**config.mk**
```make
export PLATFORM = sky130hd
export DESIGN_NAME = pad_hysteresis_and_disable_regs
export DESIGN_NICKNAME = d
export VERILOG_FILES = /design/src/pkg/pad_cfg_pkg.sv /design/src/hw/pad_hysteresis_and_disable_regs.sv /design/src/hw/masked_word_reg.sv
export SDC_FILE = /design/constraint.sdc
export NUM_CORES = 1
export LEC_CHECK = 0
export BUFFER_PORTS_ARGS = -buffer_cell sky130_fd_sc_hd__buf_2
export CAP_MARGIN = 20
export CORE_MARGIN = 4
export CORE_UTILIZATION = 40
export CTS_CLUSTER_DIAMETER = 120
export DETAILED_ROUTE_END_ITERATION = 16
export PLACE_DENSITY = 0.8
export SETUP_SLACK_MARGIN = 0.1
export SYNTH_ARGS = -nofsm -noshare
export SYNTH_HDL_FRONTEND = slang
export SYNTH_SLANG_ARGS = --single-unit
```
**constraint.sdc**
```tcl
create_clock -name clk_i -period 1.6 [get_ports clk_i]
set_input_delay 0.24 -clock clk_i [delete_from_list [all_inputs] [get_ports clk_i]]
set_output_delay 0.24 -clock clk_i [all_outputs]
set_load 0.01 [all_outputs]
```
**src/pkg/pad_cfg_pkg.sv**
```systemverilog
/*
 pad_cfg_pkg: register map, field layout and reset values of the pad
 hysteresis and pad-disable status registers.
 assumes a 32-bit classic Wishbone slave with byte addresses.
*/
package pad_cfg_pkg;

   // ---------------------------------------------------------------
   // bus geometry
   // ---------------------------------------------------------------
   localparam int unsigned ADDR_W = 10;
   localparam int unsigned DATA_W = 32;
   localparam int unsigned SEL_W  = 4;

   // ---------------------------------------------------------------
   // register byte addresses (port base plus in-port offset)
   // ---------------------------------------------------------------
   localparam logic [ADDR_W-1:0] PORT0_BASE               = 10'h000;
   localparam logic [ADDR_W-1:0] PORT1_BASE               = 10'h100;
   localparam logic [ADDR_W-1:0] PORT2_BASE               = 10'h200;
   localparam logic [ADDR_W-1:0] HYST_LOW_OFS             = 10'h040;
   localparam logic [ADDR_W-1:0] HYST_HIGH_OFS            = 10'h044;
   localparam logic [ADDR_W-1:0] PAD_STATUS_OFS           = 10'h060;
   localparam logic [ADDR_W-1:0] PORT1_HYSTERESIS_LOW_ADR =
      PORT1_BASE | HYST_LOW_OFS;
   localparam logic [ADDR_W-1:0] PORT0_HYSTERESIS_HIGH_ADR =
      PORT0_BASE | HYST_HIGH_OFS;
   localparam logic [ADDR_W-1:0] PORT2_HYSTERESIS_HIGH_ADR =
      PORT2_BASE | HYST_HIGH_OFS;
   localparam logic [ADDR_W-1:0] PORT0_PAD_DISABLE_STATUS_ADR =
      PORT0_BASE | PAD_STATUS_OFS;
   localparam logic [ADDR_W-1:0] PORT1_PAD_DISABLE_STATUS_ADR =
      PORT1_BASE | PAD_STATUS_OFS;

   // ---------------------------------------------------------------
   // field layout: one selector every fourth bit from bit 2
   // ---------------------------------------------------------------
   localparam int unsigned HYST_FIRST_BIT   = 2;
   localparam int unsigned HYST_STRIDE      = 4;
   localparam int unsigned PORT1_LOW_PINS   = 7;
   localparam int unsigned PORT0_HIGH_PINS  = 8;
   localparam int unsigned PORT2_HIGH_PINS  = 4;
   localparam int unsigned PORT0_PAD_PINS   = 16;
   localparam int unsigned PORT1_PAD_PINS   = 7;
   localparam logic [DATA_W-1:0] PORT1_HYST_LOW_MASK  = 32'h04444444;
   localparam logic [DATA_W-1:0] PORT0_HYST_HIGH_MASK = 32'h44444444;
   localparam logic [DATA_W-1:0] PORT2_HYST_HIGH_MASK = 32'h00004444;
   localparam logic [DATA_W-1:0] PORT0_PAD_MASK       = 32'h0000FFFF;
   localparam logic [DATA_W-1:0] PORT1_PAD_MASK       = 32'h0000007F;

   // ---------------------------------------------------------------
   // reset values
   // ---------------------------------------------------------------
   localparam logic [DATA_W-1:0] HYST_RESET     = 32'h00000000;
   localparam logic [15:0]       PAD_UPPER_RESET = 16'h0000;
   localparam logic [DATA_W-1:0] UNMAPPED_READ  = 32'h00000000;

   // ---------------------------------------------------------------
   // hysteresis coding
   // ---------------------------------------------------------------
   typedef enum logic {
      HYST_STANDARD = 1'b0,
      HYST_LARGE    = 1'b1
   } hysteresis_t;

endpackage

```
**src/hw/pad_hysteresis_and_disable_regs.sv**
```systemverilog
/*
 pad_hysteresis_and_disable_regs: pad hysteresis selectors for port 0
 pins 8..15, port 1 pins 0..6 and port 2 pins 8..11, and read-only pad
 disable status words for ports 0 and 1, behind a classic Wishbone
 slave.
 assumes a single clock, synchronous reset, and a master that holds its
 request until ack.
*/
// Operation
// - port1 low selectors at bits 2..26
// - port0 high selectors, every fourth bit 2..30
// - port2 high selectors bits 2..14, rest reserved
// - hysteresis registers reset to zero
// - reserved bits read zero, writes ignored
// - port0/port1 pad status read-only, package pins
// - port0 status pins 0..15, one means disabled
// - port1 status pins 0..6, upper bits zero
// - status low half from parameter, upper zero
// - selector zero standard, one large hysteresis
// - hysteresis independent of pin control words
`timescale 1ns/1ps
`default_nettype none

module pad_hysteresis_and_disable_regs #(
   parameter logic [15:0] PORT0_PAD_DISABLE = 16'h0000,
   parameter logic [15:0] PORT1_PAD_DISABLE = 16'h0000
) (
   input  wire logic                          clk_i,     // 200 MHz clock
   input  wire logic                          rst_i,     // sync reset, high
   input  wire logic [pad_cfg_pkg::ADDR_W-1:0] wb_adr_i, // byte address
   input  wire logic [pad_cfg_pkg::DATA_W-1:0] wb_dat_i, // write data
   input  wire logic [pad_cfg_pkg::SEL_W-1:0]  wb_sel_i, // byte lanes
   input  wire logic                          wb_we_i,   // write
   input  wire logic                          wb_cyc_i,  // cycle
   input  wire logic                          wb_stb_i,  // strobe
   output logic      [pad_cfg_pkg::DATA_W-1:0] wb_dat_o, // read data
   output logic                               wb_ack_o,  // acknowledge
   output logic [pad_cfg_pkg::PORT0_HIGH_PINS-1:0]
                                     port0_hysteresis_select_o, // p0.8..15
   output logic [pad_cfg_pkg::PORT1_LOW_PINS-1:0]
                                     port1_hysteresis_select_o, // p1.0..6
   output logic [pad_cfg_pkg::PORT2_HIGH_PINS-1:0]
                                     port2_hysteresis_select_o, // p2.8..11
   output logic [pad_cfg_pkg::PORT0_PAD_PINS-1:0]
                                     port0_pad_off_flag_o,      // p0 pads
   output logic [pad_cfg_pkg::PORT1_PAD_PINS-1:0]
                                     port1_pad_off_flag_o       // p1 pads
);
   import pad_cfg_pkg::*;

   // ---------------------------------------------------------------
   // elaboration checks
   // ---------------------------------------------------------------
   generate
      if (PORT1_PAD_DISABLE[15:PORT1_PAD_PINS] != '0) begin : g_bad_p1
         $error("port 1 has only pins 0 to 6");
      end
   endgenerate

   // ---------------------------------------------------------------
   // address decode
   // ---------------------------------------------------------------
   function automatic logic adr_hit(input logic [ADDR_W-1:0] adr,
                                    input logic [ADDR_W-1:0] target);
      adr_hit = (adr[ADDR_W-1:2] == target[ADDR_W-1:2]);
   endfunction

   logic        ack_reg;
   logic        ack_next;
   logic [31:0] rdata_reg;
   logic [31:0] rdata_next;
   wire         req_new;
   wire         wr_new;
   wire         hit_p1_low;
   wire         hit_p0_high;
   wire         hit_p2_high;
   wire         hit_p0_pad;
   wire         hit_p1_pad;
   wire         we_p1_low;
   wire         we_p0_high;
   wire         we_p2_high;

   assign req_new     = wb_cyc_i & wb_stb_i & ~ack_reg;
   assign wr_new      = req_new & wb_we_i;
   assign hit_p1_low  = adr_hit(wb_adr_i, PORT1_HYSTERESIS_LOW_ADR);
   assign hit_p0_high = adr_hit(wb_adr_i, PORT0_HYSTERESIS_HIGH_ADR);
   assign hit_p2_high = adr_hit(wb_adr_i, PORT2_HYSTERESIS_HIGH_ADR);
   assign hit_p0_pad  = adr_hit(wb_adr_i, PORT0_PAD_DISABLE_STATUS_ADR);
   assign hit_p1_pad  = adr_hit(wb_adr_i, PORT1_PAD_DISABLE_STATUS_ADR);
   assign we_p1_low   = wr_new & hit_p1_low;
   assign we_p0_high  = wr_new & hit_p0_high;
   assign we_p2_high  = wr_new & hit_p2_high;

   // ---------------------------------------------------------------
   // hysteresis control words, kept apart from any pin control word
   // ---------------------------------------------------------------
   logic [31:0] p1_low_q;
   logic [31:0] p0_high_q;
   logic [31:0] p2_high_q;

   masked_word_reg #(
      .WRITE_MASK  (PORT1_HYST_LOW_MASK),
      .RESET_VALUE (HYST_RESET)
   ) u_p1_low (
      .clk_i   (clk_i),
      .rst_i   (rst_i),
      .we_i    (we_p1_low),
      .sel_i   (wb_sel_i),
      .wdata_i (wb_dat_i),
      .q_o     (p1_low_q)
   );

   masked_word_reg #(
      .WRITE_MASK  (PORT0_HYST_HIGH_MASK),
      .RESET_VALUE (HYST_RESET)
   ) u_p0_high (
      .clk_i   (clk_i),
      .rst_i   (rst_i),
      .we_i    (we_p0_high),
      .sel_i   (wb_sel_i),
      .wdata_i (wb_dat_i),
      .q_o     (p0_high_q)
   );

   masked_word_reg #(
      .WRITE_MASK  (PORT2_HYST_HIGH_MASK),
      .RESET_VALUE (HYST_RESET)
   ) u_p2_high (
      .clk_i   (clk_i),
      .rst_i   (rst_i),
      .we_i    (we_p2_high),
      .sel_i   (wb_sel_i),
      .wdata_i (wb_dat_i),
      .q_o     (p2_high_q)
   );

   // ---------------------------------------------------------------
   // selector fan-out, 0 standard, 1 large hysteresis
   // ---------------------------------------------------------------
   genvar k;
   generate
      for (k = 0; k < PORT0_HIGH_PINS; k++) begin : g_p0
         assign port0_hysteresis_select_o[k] =
            p0_high_q[HYST_FIRST_BIT + HYST_STRIDE*k];
      end
      for (k = 0; k < PORT1_LOW_PINS; k++) begin : g_p1
         assign port1_hysteresis_select_o[k] =
            p1_low_q[HYST_FIRST_BIT + HYST_STRIDE*k];
      end
      for (k = 0; k < PORT2_HIGH_PINS; k++) begin : g_p2
         assign port2_hysteresis_select_o[k] =
            p2_high_q[HYST_FIRST_BIT + HYST_STRIDE*k];
      end
   endgenerate

   // ---------------------------------------------------------------
   // pad disable status, fixed by the package
   // ---------------------------------------------------------------
   logic [31:0] p0_pad_reg;
   logic [31:0] p1_pad_reg;

   always_ff @(posedge clk_i) begin
      if (rst_i) begin
         p0_pad_reg <= {PAD_UPPER_RESET, PORT0_PAD_DISABLE};
         p1_pad_reg <= {PAD_UPPER_RESET, PORT1_PAD_DISABLE} &
                       PORT1_PAD_MASK;
      end else begin
         p0_pad_reg <= p0_pad_reg & PORT0_PAD_MASK;
         p1_pad_reg <= p1_pad_reg & PORT1_PAD_MASK;
      end
   end

   assign port0_pad_off_flag_o = p0_pad_reg[PORT0_PAD_PINS-1:0];
   assign port1_pad_off_flag_o = p1_pad_reg[PORT1_PAD_PINS-1:0];

   // ---------------------------------------------------------------
   // read mux and one-wait-state acknowledge
   // ---------------------------------------------------------------
   wire [31:0] rd_mux;

   assign rd_mux = hit_p1_low  ? p1_low_q   :
                   hit_p0_high ? p0_high_q  :
                   hit_p2_high ? p2_high_q  :
                   hit_p0_pad  ? p0_pad_reg :
                   hit_p1_pad  ? p1_pad_reg :
                   UNMAPPED_READ;

   assign ack_next   = req_new;
   assign rdata_next = (req_new & ~wb_we_i) ? rd_mux : rdata_reg;

   always_ff @(posedge clk_i) begin
      if (rst_i) begin
         ack_reg   <= 1'b0;
         rdata_reg <= 32'h00000000;
      end else begin
         ack_reg   <= ack_next;
         rdata_reg <= rdata_next;
      end
   end

   assign wb_ack_o = ack_reg;
   assign wb_dat_o = rdata_reg;

   // ---------------------------------------------------------------
   // checks
   // ---------------------------------------------------------------
   AST_ACK_TIMING: assert property (@(posedge clk_i) disable iff (rst_i)
      req_new |=> wb_ack_o ##1 !wb_ack_o)
      else $error("ack not a single cycle after request");

   AST_RESET_ZERO: assert property (@(posedge clk_i)
      $fell(rst_i) |-> (p1_low_q == 32'h00000000) &&
         (p0_high_q == 32'h00000000) &&
         (p2_high_q == 32'h00000000))
      else $error("hysteresis word not zero after reset");

   AST_P1_LOW_LAYOUT: assert property (@(posedge clk_i) disable iff (rst_i)
      (p1_low_q & ~32'h04444444) == 32'h00000000)
      else $error("port1 low word has bits off the selector grid");

   AST_P0_HIGH_WRITE: assert property (@(posedge clk_i) disable iff (rst_i)
      (we_p0_high && wb_sel_i == 4'hF) |=>
         p0_high_q == ($past(wb_dat_i) & 32'h44444444))
      else $error("port0 high word did not take the write");

   AST_P2_UPPER_ZERO: assert property (@(posedge clk_i) disable iff (rst_i)
      p2_high_q[31:15] == 17'h00000)
      else $error("port2 high word upper bits set");

   AST_P0_PAD_FIXED: assert property (@(posedge clk_i) disable iff (rst_i)
      $past(!rst_i) |-> $stable(p0_pad_reg))
      else $error("port0 pad status changed");

   AST_P0_PAD_VALUE: assert property (@(posedge clk_i) disable iff (rst_i)
      p0_pad_reg == {16'h0000, PORT0_PAD_DISABLE})
      else $error("port0 pad status differs from package value");

   AST_P1_PAD_UPPER: assert property (@(posedge clk_i) disable iff (rst_i)
      (req_new && !wb_we_i && hit_p1_pad) |=>
         wb_dat_o[31:7] == 25'h0000000)
      else $error("port1 pad status upper bits read nonzero");

   AST_SELECT_FOLLOWS: assert property (@(posedge clk_i) disable iff (rst_i)
      (we_p1_low && wb_sel_i[0]) |=>
         port1_hysteresis_select_o[0] == $past(wb_dat_i[2]))
      else $error("pin 0 selector not taken from bit 2");

   AST_UNMAPPED_ZERO: assert property (@(posedge clk_i) disable iff (rst_i)
      (req_new && !wb_we_i && !(hit_p1_low || hit_p0_high || hit_p2_high ||
         hit_p0_pad || hit_p1_pad)) |=> wb_dat_o == 32'h00000000)
      else $error("unmapped read not zero");

endmodule

`default_nettype wire

```
**src/hw/masked_word_reg.sv**
```systemverilog
/*
 masked_word_reg: one 32-bit register in which only the bits set in
 WRITE_MASK are storage; all others read as zero.
 assumes write strobe and byte lanes come from the bus slave on clk_i.
*/
`timescale 1ns/1ps
`default_nettype none

module masked_word_reg #(
   parameter logic [31:0] WRITE_MASK  = 32'h00000000,
   parameter logic [31:0] RESET_VALUE = 32'h00000000
) (
   input  wire logic        clk_i,    // system clock
   input  wire logic        rst_i,    // synchronous reset, high
   input  wire logic        we_i,     // write strobe, one cycle
   input  wire logic [3:0]  sel_i,    // byte lanes
   input  wire logic [31:0] wdata_i,  // write data
   output logic      [31:0] q_o       // stored word
);
   logic [31:0] word_reg;
   logic [31:0] word_next;
   logic [31:0] lane_mask;

   // ---------------------------------------------------------------
   // byte lanes gated by the storage mask
   // ---------------------------------------------------------------
   genvar g;
   generate
      for (g = 0; g < 4; g++) begin : g_lane
         assign lane_mask[g*8 +: 8] = {8{sel_i[g]}} & WRITE_MASK[g*8 +: 8];
      end
   endgenerate

   assign word_next = we_i ?
      ((word_reg & ~lane_mask) | (wdata_i & lane_mask)) : word_reg;

   always_ff @(posedge clk_i) begin
      if (rst_i) begin
         word_reg <= RESET_VALUE & WRITE_MASK;
      end else begin
         word_reg <= word_next & WRITE_MASK;
      end
   end

   assign q_o = word_reg;

   AST_MASKED_ZERO: assert property (@(posedge clk_i) disable iff (rst_i)
      (word_reg & ~WRITE_MASK) == 32'h00000000)
      else $error("reserved bit holds a one");

endmodule

`default_nettype wire

```
# Word level (Yosys, flattened, before mapping)
# Cells that the tools add are included.
# op_classes
bitwise	21
n_eq_ne	3
muxes	3
# op_table
op	n
$and A31 B31 Y31	2
$mux W31	2
$and A27 B27 Y27	2
$not A31 Y31	1
$or A31 B31 Y31	1
$and A15 B15 Y15	2
$not A27 Y27	1
$or A27 B27 Y27	1
$mux W15	1
$not A15 Y15	1
$or A15 B15 Y15	1
$eq A8 B5 Y1 const B	1
$eq A8 B7 Y1 const B	1
$eq A8 B8 Y1 const B	1
$and A1 B1 Y1	7
$not A1 Y1	2
# totals
inputBits	51
ff_bits	52
wordCells	32

# Longest topological paths before layout
# Gate-level depths: netlist of run 1.
# depth
depth_word	4
ltp_mapped	5
depth_no_buf	4

# By module
# A second synthesis of run 1 with hierarchy kept.
# hier_totals
hier_cells	423
hier_area_um2	3913.8
# by_module_without_submodules
module	instances	seq_area_each_um2	cells_per_inst	area_each_um2
pad_hysteresis_and_disable_regs	1	660.6	262	2521.2
masked_word_reg (u_p0_high)	1	160.2	60	524.3
masked_word_reg (u_p1_low)	1	140.1	55	483.0
masked_word_reg (u_p2_high)	1	80.1	46	385.4

# Least setup slack after synthesis of run 1
# No wires, ideal clock.
# synth_timing
path_kind	register to register
startpoint	register ack_reg (netlist: wb_ack_o)
endpoint	register with a tool-made name
period_less_slack_ns	1.380
required_ns	1.472
arrival_ns	1.252
stages_incl_launch_ff	6
n_path_buf	1
setup_ns	0.128
slack_ns	0.220
path_cell_list	dfxtp_1 -> and4b_1 -> clkbuf_1 -> nand4_1 -> mux2i_1 -> nor2_1
# synth_lines
item	line_no	rtl
from (decl)	pad_hysteresis_and_disable_regs.sv:68	logic ack_reg;
from (signal assigned)	pad_hysteresis_and_disable_regs.sv:196	ack_reg <= ack_next;

# Worst setup path in the final report of run 1
# layout_timing
startpoint	register ack_reg (netlist: wb_ack_o)
endpoint	register rdata_reg[26] (netlist: wb_dat_o[26])
# layout_via
elab_chain_cells	3
# layout_lines
item	line_no	rtl
$not A1 Y1	pad_hysteresis_and_disable_regs.sv:83	assign req_new = wb_cyc_i & wb_stb_i & ~ack_reg;
$and A1 B1 Y1	pad_hysteresis_and_disable_regs.sv:83	
$and A1 B1 Y1	pad_hysteresis_and_disable_regs.sv:189	assign rdata_next = (req_new & ~wb_we_i) ? rd_mux : rdata_reg;
to (signal assigned)	pad_hysteresis_and_disable_regs.sv:197	rdata_reg <= rdata_next;
to (decl)	pad_hysteresis_and_disable_regs.sv:70	logic [31:0] rdata_reg;
# No other way between the ends.
# A chain may end at the register's enable or synchronous reset.

==> results of run 1 <==
## worst reg2reg max path, cell delays in order, from the launching register on
cell and delay, ns:
sky130_fd_sc_hd__dfxtp_1 0.34, sky130_fd_sc_hd__and4bb_1 0.31, sky130_fd_sc_hd__nand3_1 0.21, sky130_fd_sc_hd__nor4b_1 0.35, sky130_fd_sc_hd__a211o_1 0.15
## power groups by stage
stage	clock network [W]	registers, W	logic, W
global placement	0	0.000715	0.000165
finish	0.000366	0.000698	0.000175
detailed placement	0	0.000715	0.000167
CTS	0.000379	0.000698	0.000170
floorplan	0	0.000715	0.000179
global route	0.000403	0.000699	0.000190
## area by class of cell
type,count,share of cell area
well taps,50,0.0322
flip-flops and latches,28,0.288
repair buffers,63,0.176
clock buffers,3,0.0212
multi-input cells,149,0.482
## metal layers
| metal | share of wire | vias up | track usage | wire length (um) |
|---|---|---|---|---|
| li1 | - | 681 | - | - |
| met1 | 0.39 | 688 | 0.154 | 1560 |
| met2 | 0.51 | 73 | 0.261 | 2060 |
| met3 | 0.091 | 6 | 0.0260 | 370 |
| met4 | 0.013 | 0 | 0.0584 | 53 |
| met5 | 0 | - | 0 | 0 |
## final timing paths
path	from	end	slack [ns]	cells past startpoint
setup reg to reg	wb_ack_o	wb_dat_o[26]	0.20	4
hold / removal	wb_dat_i[30]	flop	0.21	3
setup / recovery	wb_ack_o	wb_dat_o[26]	0.20	4
hold reg to reg	wb_dat_o[30]	wb_dat_o[30]	0.46	2
## metrics by stage
step                 util  std cells
floorplan               -        229
global placement    0.467        290
detailed placement  0.467        290
CTS                 0.477        293
global route        0.479        293
finish              0.479        293
## kinds of logic (layout without fill, tap and decap cells)
group,after synthesis,after routing,share of synthesized area
DFF,28,28,0.329
AOI/OAI and AO/OA,13,13,0.0616
buffers and inverters,52,66,0.228
other,1,47,0.00220
muxes,19,19,0.112
and+or+nand+nor,70,70,0.268
## synthesized netlist by cell type, drive strengths merged, types with 2 or more instances
library cell | instances | area (um^2)
nor2 | 20 | 75.1
nor4b | 9 | 109
nand3 | 5 | 25.0
nor2b | 2 | 12.5
a22o | 3 | 28.8
nor3b | 4 | 35.0
dfxtp | 28 | 561
clkbuf | 4 | 25.0
a31oi | 4 | 25.0
a211o | 3 | 26.3
nor4bb | 2 | 20.0
mux2i | 19 | 190
nand4 | 10 | 62.6
nand2 | 9 | 33.8
buf | 48 | 364
## what timing repair did
item	in CTS	in global routing
setup endpoints to repair	0	19
setup buffers	0	0
hold buffers	0	0
gates resized for setup	0	2
==> metrics list, run 1 <==
* Period utilisation layout: 0.878
* Router iterations before antenna repair: 4
- Total global routing track utilization: 0.140
* Slowest CP cell: sky130_fd_sc_hd__nor4b_1
- After floorplanning, the core was sized to cover 4060 um^2.
- The clock net in this run drives a total of 28 sinks.
- TritonCTS built the clock tree.
- Synth unique cells: 33
* Num CTS Buffers: 3
- Kind of start point of the critical path: flop
- Of the total power, the share spent switching nets is 0.259.
- Summed over all nets, the switching power comes to 0.000321 W.
* Max Buffers Root-to-Sink: 2
- Post-route DRC: 0
* Number of pins exceeding their max-slew limit in the final report: 0
* Die area: ~5400 um^2
- Dividing the detail-routed wire length by the instance count gives 13.8 um.
- Counting every instance in the synthesized netlist gives around 180.
- Leakage power: 1.05 nW
- In the final layout, flip-flops and latches occupy roughly 560 um^2.
* Pint: 0.000918 W
* Result of the run: finished, final reports clean
- Number of vias after detailed routing: 1448
* Commonest non-fill, non-tap cell in the layout: sky130_fd_sc_hd__buf_2
- 126 I/O pins were placed.
- Worst EP required: 1.82 ns
* CP Cell Sequence: and4bb_1, nand3_1, nor4b_1, a211o_1
* Overall Power: 0.00124 W
* Antenna fix cells: 0
- The number of global-route vias before repair came to around 1300.
- Summing all placed instances gives a cell area of 1890 um^2.
- The detail route stage leaves a number of antenna-violating nets equal to 0.
- The share of total power dissipated in sequential elements is 0.564.
- After detailed routing, the total wire length is 4.05 mm.
- Prior to clock tree synthesis, the placed netlist has a worst setup slack of 0.0247 ns.
- Post-synthesis to final-layout area growth: 13.9%
- Worst hold path class: in -> reg
* RSZ-0062 raised after global routing: yes
- After clock tree synthesis, the clock-pin slew on the worst setup and hold paths is 0.09 ns.
* Synth warnings: 0
- The floorplan step set the die width to 73.3 um.
- Maximum fanout count along the critical path: 5
- The number of buffers and inverters on the critical path is 0.
* Worst skew pair latency: between 0.2 and 0.3 ns
- The clock arrives with 0.00341 ns of skew.
- Maximum achievable frequency: 0.712 GHz
- Power per unit of standard cell area: 638 nW/um^2
- Crit path max-delay family: simple AND/OR/NAND/NOR gates
- Counting flops with a built-in enable in the synthesized netlist gives 0.
* Fill cell instance count of the final layout: 397
- The synthesized netlist occupies a cell area of approximately 1700 um^2.
* Share of flip-flops with an asynchronous set or reset: 0
- Peak supply drop: 0.360 mV
* Number of vias per cell after detailed routing: 4.94
- Clock root buffer master: sky130_fd_sc_hd__clkbuf_8
* Gate power share: 0.141
- DPL Wire Length: between 3 and 4 mm
* Wire length of the first global-routing pass: 5.93 mm
- For this run, the register share of the synthesized area comes to 0.329.
- Final number of hold-violating endpoints: 0
* Setup violators final: 0
* Height of the die: 73.3 um
- In the final layout, the share of cells above drive strength 1 is 0.317.
- The initial antenna violation count is 0.
- Congestion Overflow GR: 0
- Summing all multi-input logic gate instances after layout gives about 940 um^2.
* Category of the critical setup timing path: reg -> reg
- Setup slack closes at between 0.15 and 0.2 ns.
- The net count of the finished layout is ~300.
- The worst setup path is captured at a flop.
- Total negative setup slack: 0 ns
* Flip-flop and latch count after synthesis: 28
- Top flip-flop cell by instance count after synthesis: sky130_fd_sc_hd__dfxtp_1
- A synthesized cell averages 9.32 um^2.
- Entering global routing, the biggest net connects 21 pins.
- The worst path needs 1.40 ns of the cycle, external delays included.
* Slowest Stage Delay on Critical Path: 0.35 ns
* Worst hold margin: 0.206 ns
- Number of levels in the clock H-tree: 1
* 1st-iter DRT viols: 43
- Routability-driven placement congestion ratio: 0.871
- Number of placement rows: 23
- Of the total power, the clock network draws 0.296.
- Total of max-cap violations: 0
- Final design instance area without fill: 1940 um^2
- The library cells used most frequently in the layout, excluding fill and tap cells, are sky130_fd_sc_hd__buf_2, sky130_fd_sc_hd__conb_1, sky130_fd_sc_hd__dfxtp_1.
- Buffers placed on the I/O ports in this run total 52.
- Worst endpoint data arrival time: about 1.6 ns
* Starting density of the core: 0.420
No activity file was read; power rests on OpenSTA's default activity.
==> inputs of run 2 (changes only) <==
--- a/config.mk
+++ b/config.mk
@@ -8,10 +8,9 @@
 export BUFFER_PORTS_ARGS = -buffer_cell sky130_fd_sc_hd__buf_2
 export CAP_MARGIN = 20
 export CORE_MARGIN = 4
-export CORE_UTILIZATION = 40
+export CORE_UTILIZATION = 30
 export CTS_CLUSTER_DIAMETER = 120
 export DETAILED_ROUTE_END_ITERATION = 16
-export PLACE_DENSITY = 0.8
 export SETUP_SLACK_MARGIN = 0.1
 export SYNTH_ARGS = -nofsm -noshare
 export SYNTH_HDL_FRONTEND = slang
==> metrics list, run 2 (synthesized netlist as in run 1, its figures left out) <==
- By startpoint and endpoint, the worst setup path is classified as reg -> reg.
- Starting density of the core: 0.310 (-0.111)
- DPL Wire Length: 3.25 mm (-0.82%)
- The full die area is 6950 um^2 (+29%).
- Number of levels in the clock H-tree: 1 (unchanged)
- Worst endpoint data arrival time: 1.60 ns (-0.03 ns)
- The library cell used most frequently in the layout, excluding fill and tap cells, is sky130_fd_sc_hd__buf_2.
- The internal power was 0.00108 W (+18%).
* Post-route DRC: 0 (unchanged)
- The worst setup path is launched from a flop.
- The fraction of power consumed by sequential logic came to 0.490 (-0.074).
- 1st-iter DRT viols: 31 (-28%)
- The switching power summed over all nets came to 0.000345 W (+7.5%).
- The final worst hold slack came to 0.195 ns (-0.0109 ns).
* Setup WS post-layout: 0.221 ns (+0.0261 ns)
- Clock Pin Slew Worst Setup and Hold Paths: 0.10 ns (about the same)
- Congestion Overflow GR: 0 (unchanged)
- Placed instance count: 309 (+6.6%)
- Antenna fix cells: 0 (unchanged)
- The maximum vdd ir drop was 0.424 mV (+18%).
- Power per unit of standard cell area: 723 nW/um^2 (+13%)
* Post-detailed-routing wire length: 4.01 mm (-1.1%)
- # port buffers: 52 (unchanged)
- Largest net degree at the start of global routing: 20 (-4.8%)
* Overall die width: 83.4 um (+14%)
* Num CTS Buffers: 3 (unchanged)
- Gate power share: 0.118 (-0.023)
- The boundary pin count came to 126 (unchanged).
- The insertion delay to the later sink of the worst-skew pair is 0.27 ns (about the same).
- The number of global-route vias before repair came to 1234 (-4.9%).
- Sink Count: 28 (unchanged)
- The area of the core is 5510 um^2 (+36%).
- The overall global routing resource usage is 0.103 (-0.0370).
- Total negative setup slack: 0 ns (unchanged)
- Overall Power: 0.00143 W (+15%)
* Number of vias after detailed routing: 1397 (-3.5%)
- The minimum clock period after layout came to 1.38 ns (-0.0261 ns).
- Wire length of the first global-routing pass: 6.05 mm (+2.1%)
- Max Buffers Root-to-Sink: 2 (unchanged)
- Number of placement rows: 27 (+17%)
- Ratio of cells with drive above 1 in the final layout: 0.307 (-0.00982)
* Worst hold path class: in -> reg
- Antenna violations before repair: 0 (unchanged)
- Total of max-cap violations: 0 (unchanged)
- The routed length per placed instance came to 12.8 um (-7.4%).
- Leaving out fill and tap cells, the most frequent cells in the layout are sky130_fd_sc_hd__buf_2, sky130_fd_sc_hd__conb_1, sky130_fd_sc_hd__dfxtp_1.
- Result of the run: finished, final reports clean
* Type of element capturing the critical path: flop
* RSZ-0062 raised after global routing: no
- Maximum achievable frequency: 0.725 GHz (+1.9%)
* Placement Setup Slack: 0.00426 ns (-0.0205 ns)
- Number of vias per cell after detailed routing: 4.46 (-9.7%)
* Post-synthesis to final-layout area growth: 15.6%
- Remaining number of nets flagged by the antenna check after routing: 0 (unchanged)
- Clock tree synthesis selected as its root buffer the cell sky130_fd_sc_hd__clkbuf_8.
* Final number of hold-violating endpoints: 0 (unchanged)
- TritonCTS clock tree: built
* Setup violators final: 0 (unchanged)
- Maximum fanout count along the critical path: 5 (unchanged)
- The routability-driven placement congestion ratio came to 0.827 (-5.1%).
- The reported leakage power is 1.05 nW (about the same).
* Cell Count, Final, Fillers Out: 313 (+6.8%)
- The fraction of power spent switching nets is 0.242 (-0.0170).
- The final net count is 293 (-1.0%).
- The share of power burned in the clock network was 0.392 (+0.096).
- The die outline height came to 83.4 um (+14%).
- Setup Skew: 0.00315 ns (-0.000263 ns)
* Worst EP required: 1.82 ns (about the same)
- The share of the clock period used by the worst path is 0.862 (-0.0163).
- Number of pins exceeding their max-slew limit in the final report: 0 (unchanged)
- The count of TritonRoute iterations in the first routing pass came to 4 (unchanged).
==> run 2: cell count changes in the layout (fill, tap and decap cells not counted) <==
cell	change
sky130_fd_sc_hd__nor4b_2	-1
sky130_fd_sc_hd__bufinv_16	+1
sky130_fd_sc_hd__nor4b_1	+1
sky130_fd_sc_hd__buf_4	-3
==> run 2: area by class of cell <==
type / count / area (um^2)
sequential: 28 / 561
fill: 586 / 3530
tap: 72 / 90.1
timing repair buffer: 60 / 320
clock inverter: 1 / 30.0
clock buffer: 3 / 41.3
multi-input combinational: 149 / 930
==> run 2: repair_timing <==
item	CTS	global route
hold buffers	0	0
endpoints found under the setup margin	0	13
resized for setup	0	1
endpoints found under the hold margin	0	0
buffers inserted	0	0
==> run 2: metal layers <==
metal / up-vias / track usage / part of all wire
met5: - / 0 / 0
met4: 0 / 0.0267 / 0.0045
met3: 2 / 0.0159 / 0.087
met2: 70 / 0.184 / 0.48
met1: 646 / 0.128 / 0.43
li1: 679 / - / -
==> run 2: final timing paths <==
kind	start	slack, ns	cells past startpoint	to
setup / recovery	wb_ack_o	0.22	4	wb_dat_o[18]
hold / removal	wb_dat_i[30]	0.20	3	flop
setup reg to reg	wb_ack_o	0.22	4	wb_dat_o[18]
hold reg to reg	wb_dat_o[30]	0.46	2	wb_dat_o[30]
==> run 2: per-stage QoR <==
stage	area, um^2	utilization
6_report	1970	0.358
5_1_grt	1970	0.358
4_1_cts	1970	0.358
3_5_place_dp	1900	0.345
3_3_place_gp	1900	0.345
2_1_floorplan	1880	-
==> run 2: critical path, cell delays in order, from the launching register on <==
cell and delay [ns]:
sky130_fd_sc_hd__dfxtp_1 0.35, sky130_fd_sc_hd__and4bb_1 0.30, sky130_fd_sc_hd__nand3_1 0.18, sky130_fd_sc_hd__nor3b_2 0.33
sky130_fd_sc_hd__a211o_1 0.17
==> run 2: power by group through the flow <==
stage          combinational (W)  clock (W)  sequential [W]
2_1_floorplan           0.000179          0        0.000715
3_3_place_gp            0.000161          0        0.000715
3_5_place_dp            0.000162          0        0.000715
4_1_cts                 0.000163   0.000566        0.000699
5_1_grt                 0.000181   0.000586        0.000699
6_report                0.000168   0.000559        0.000699
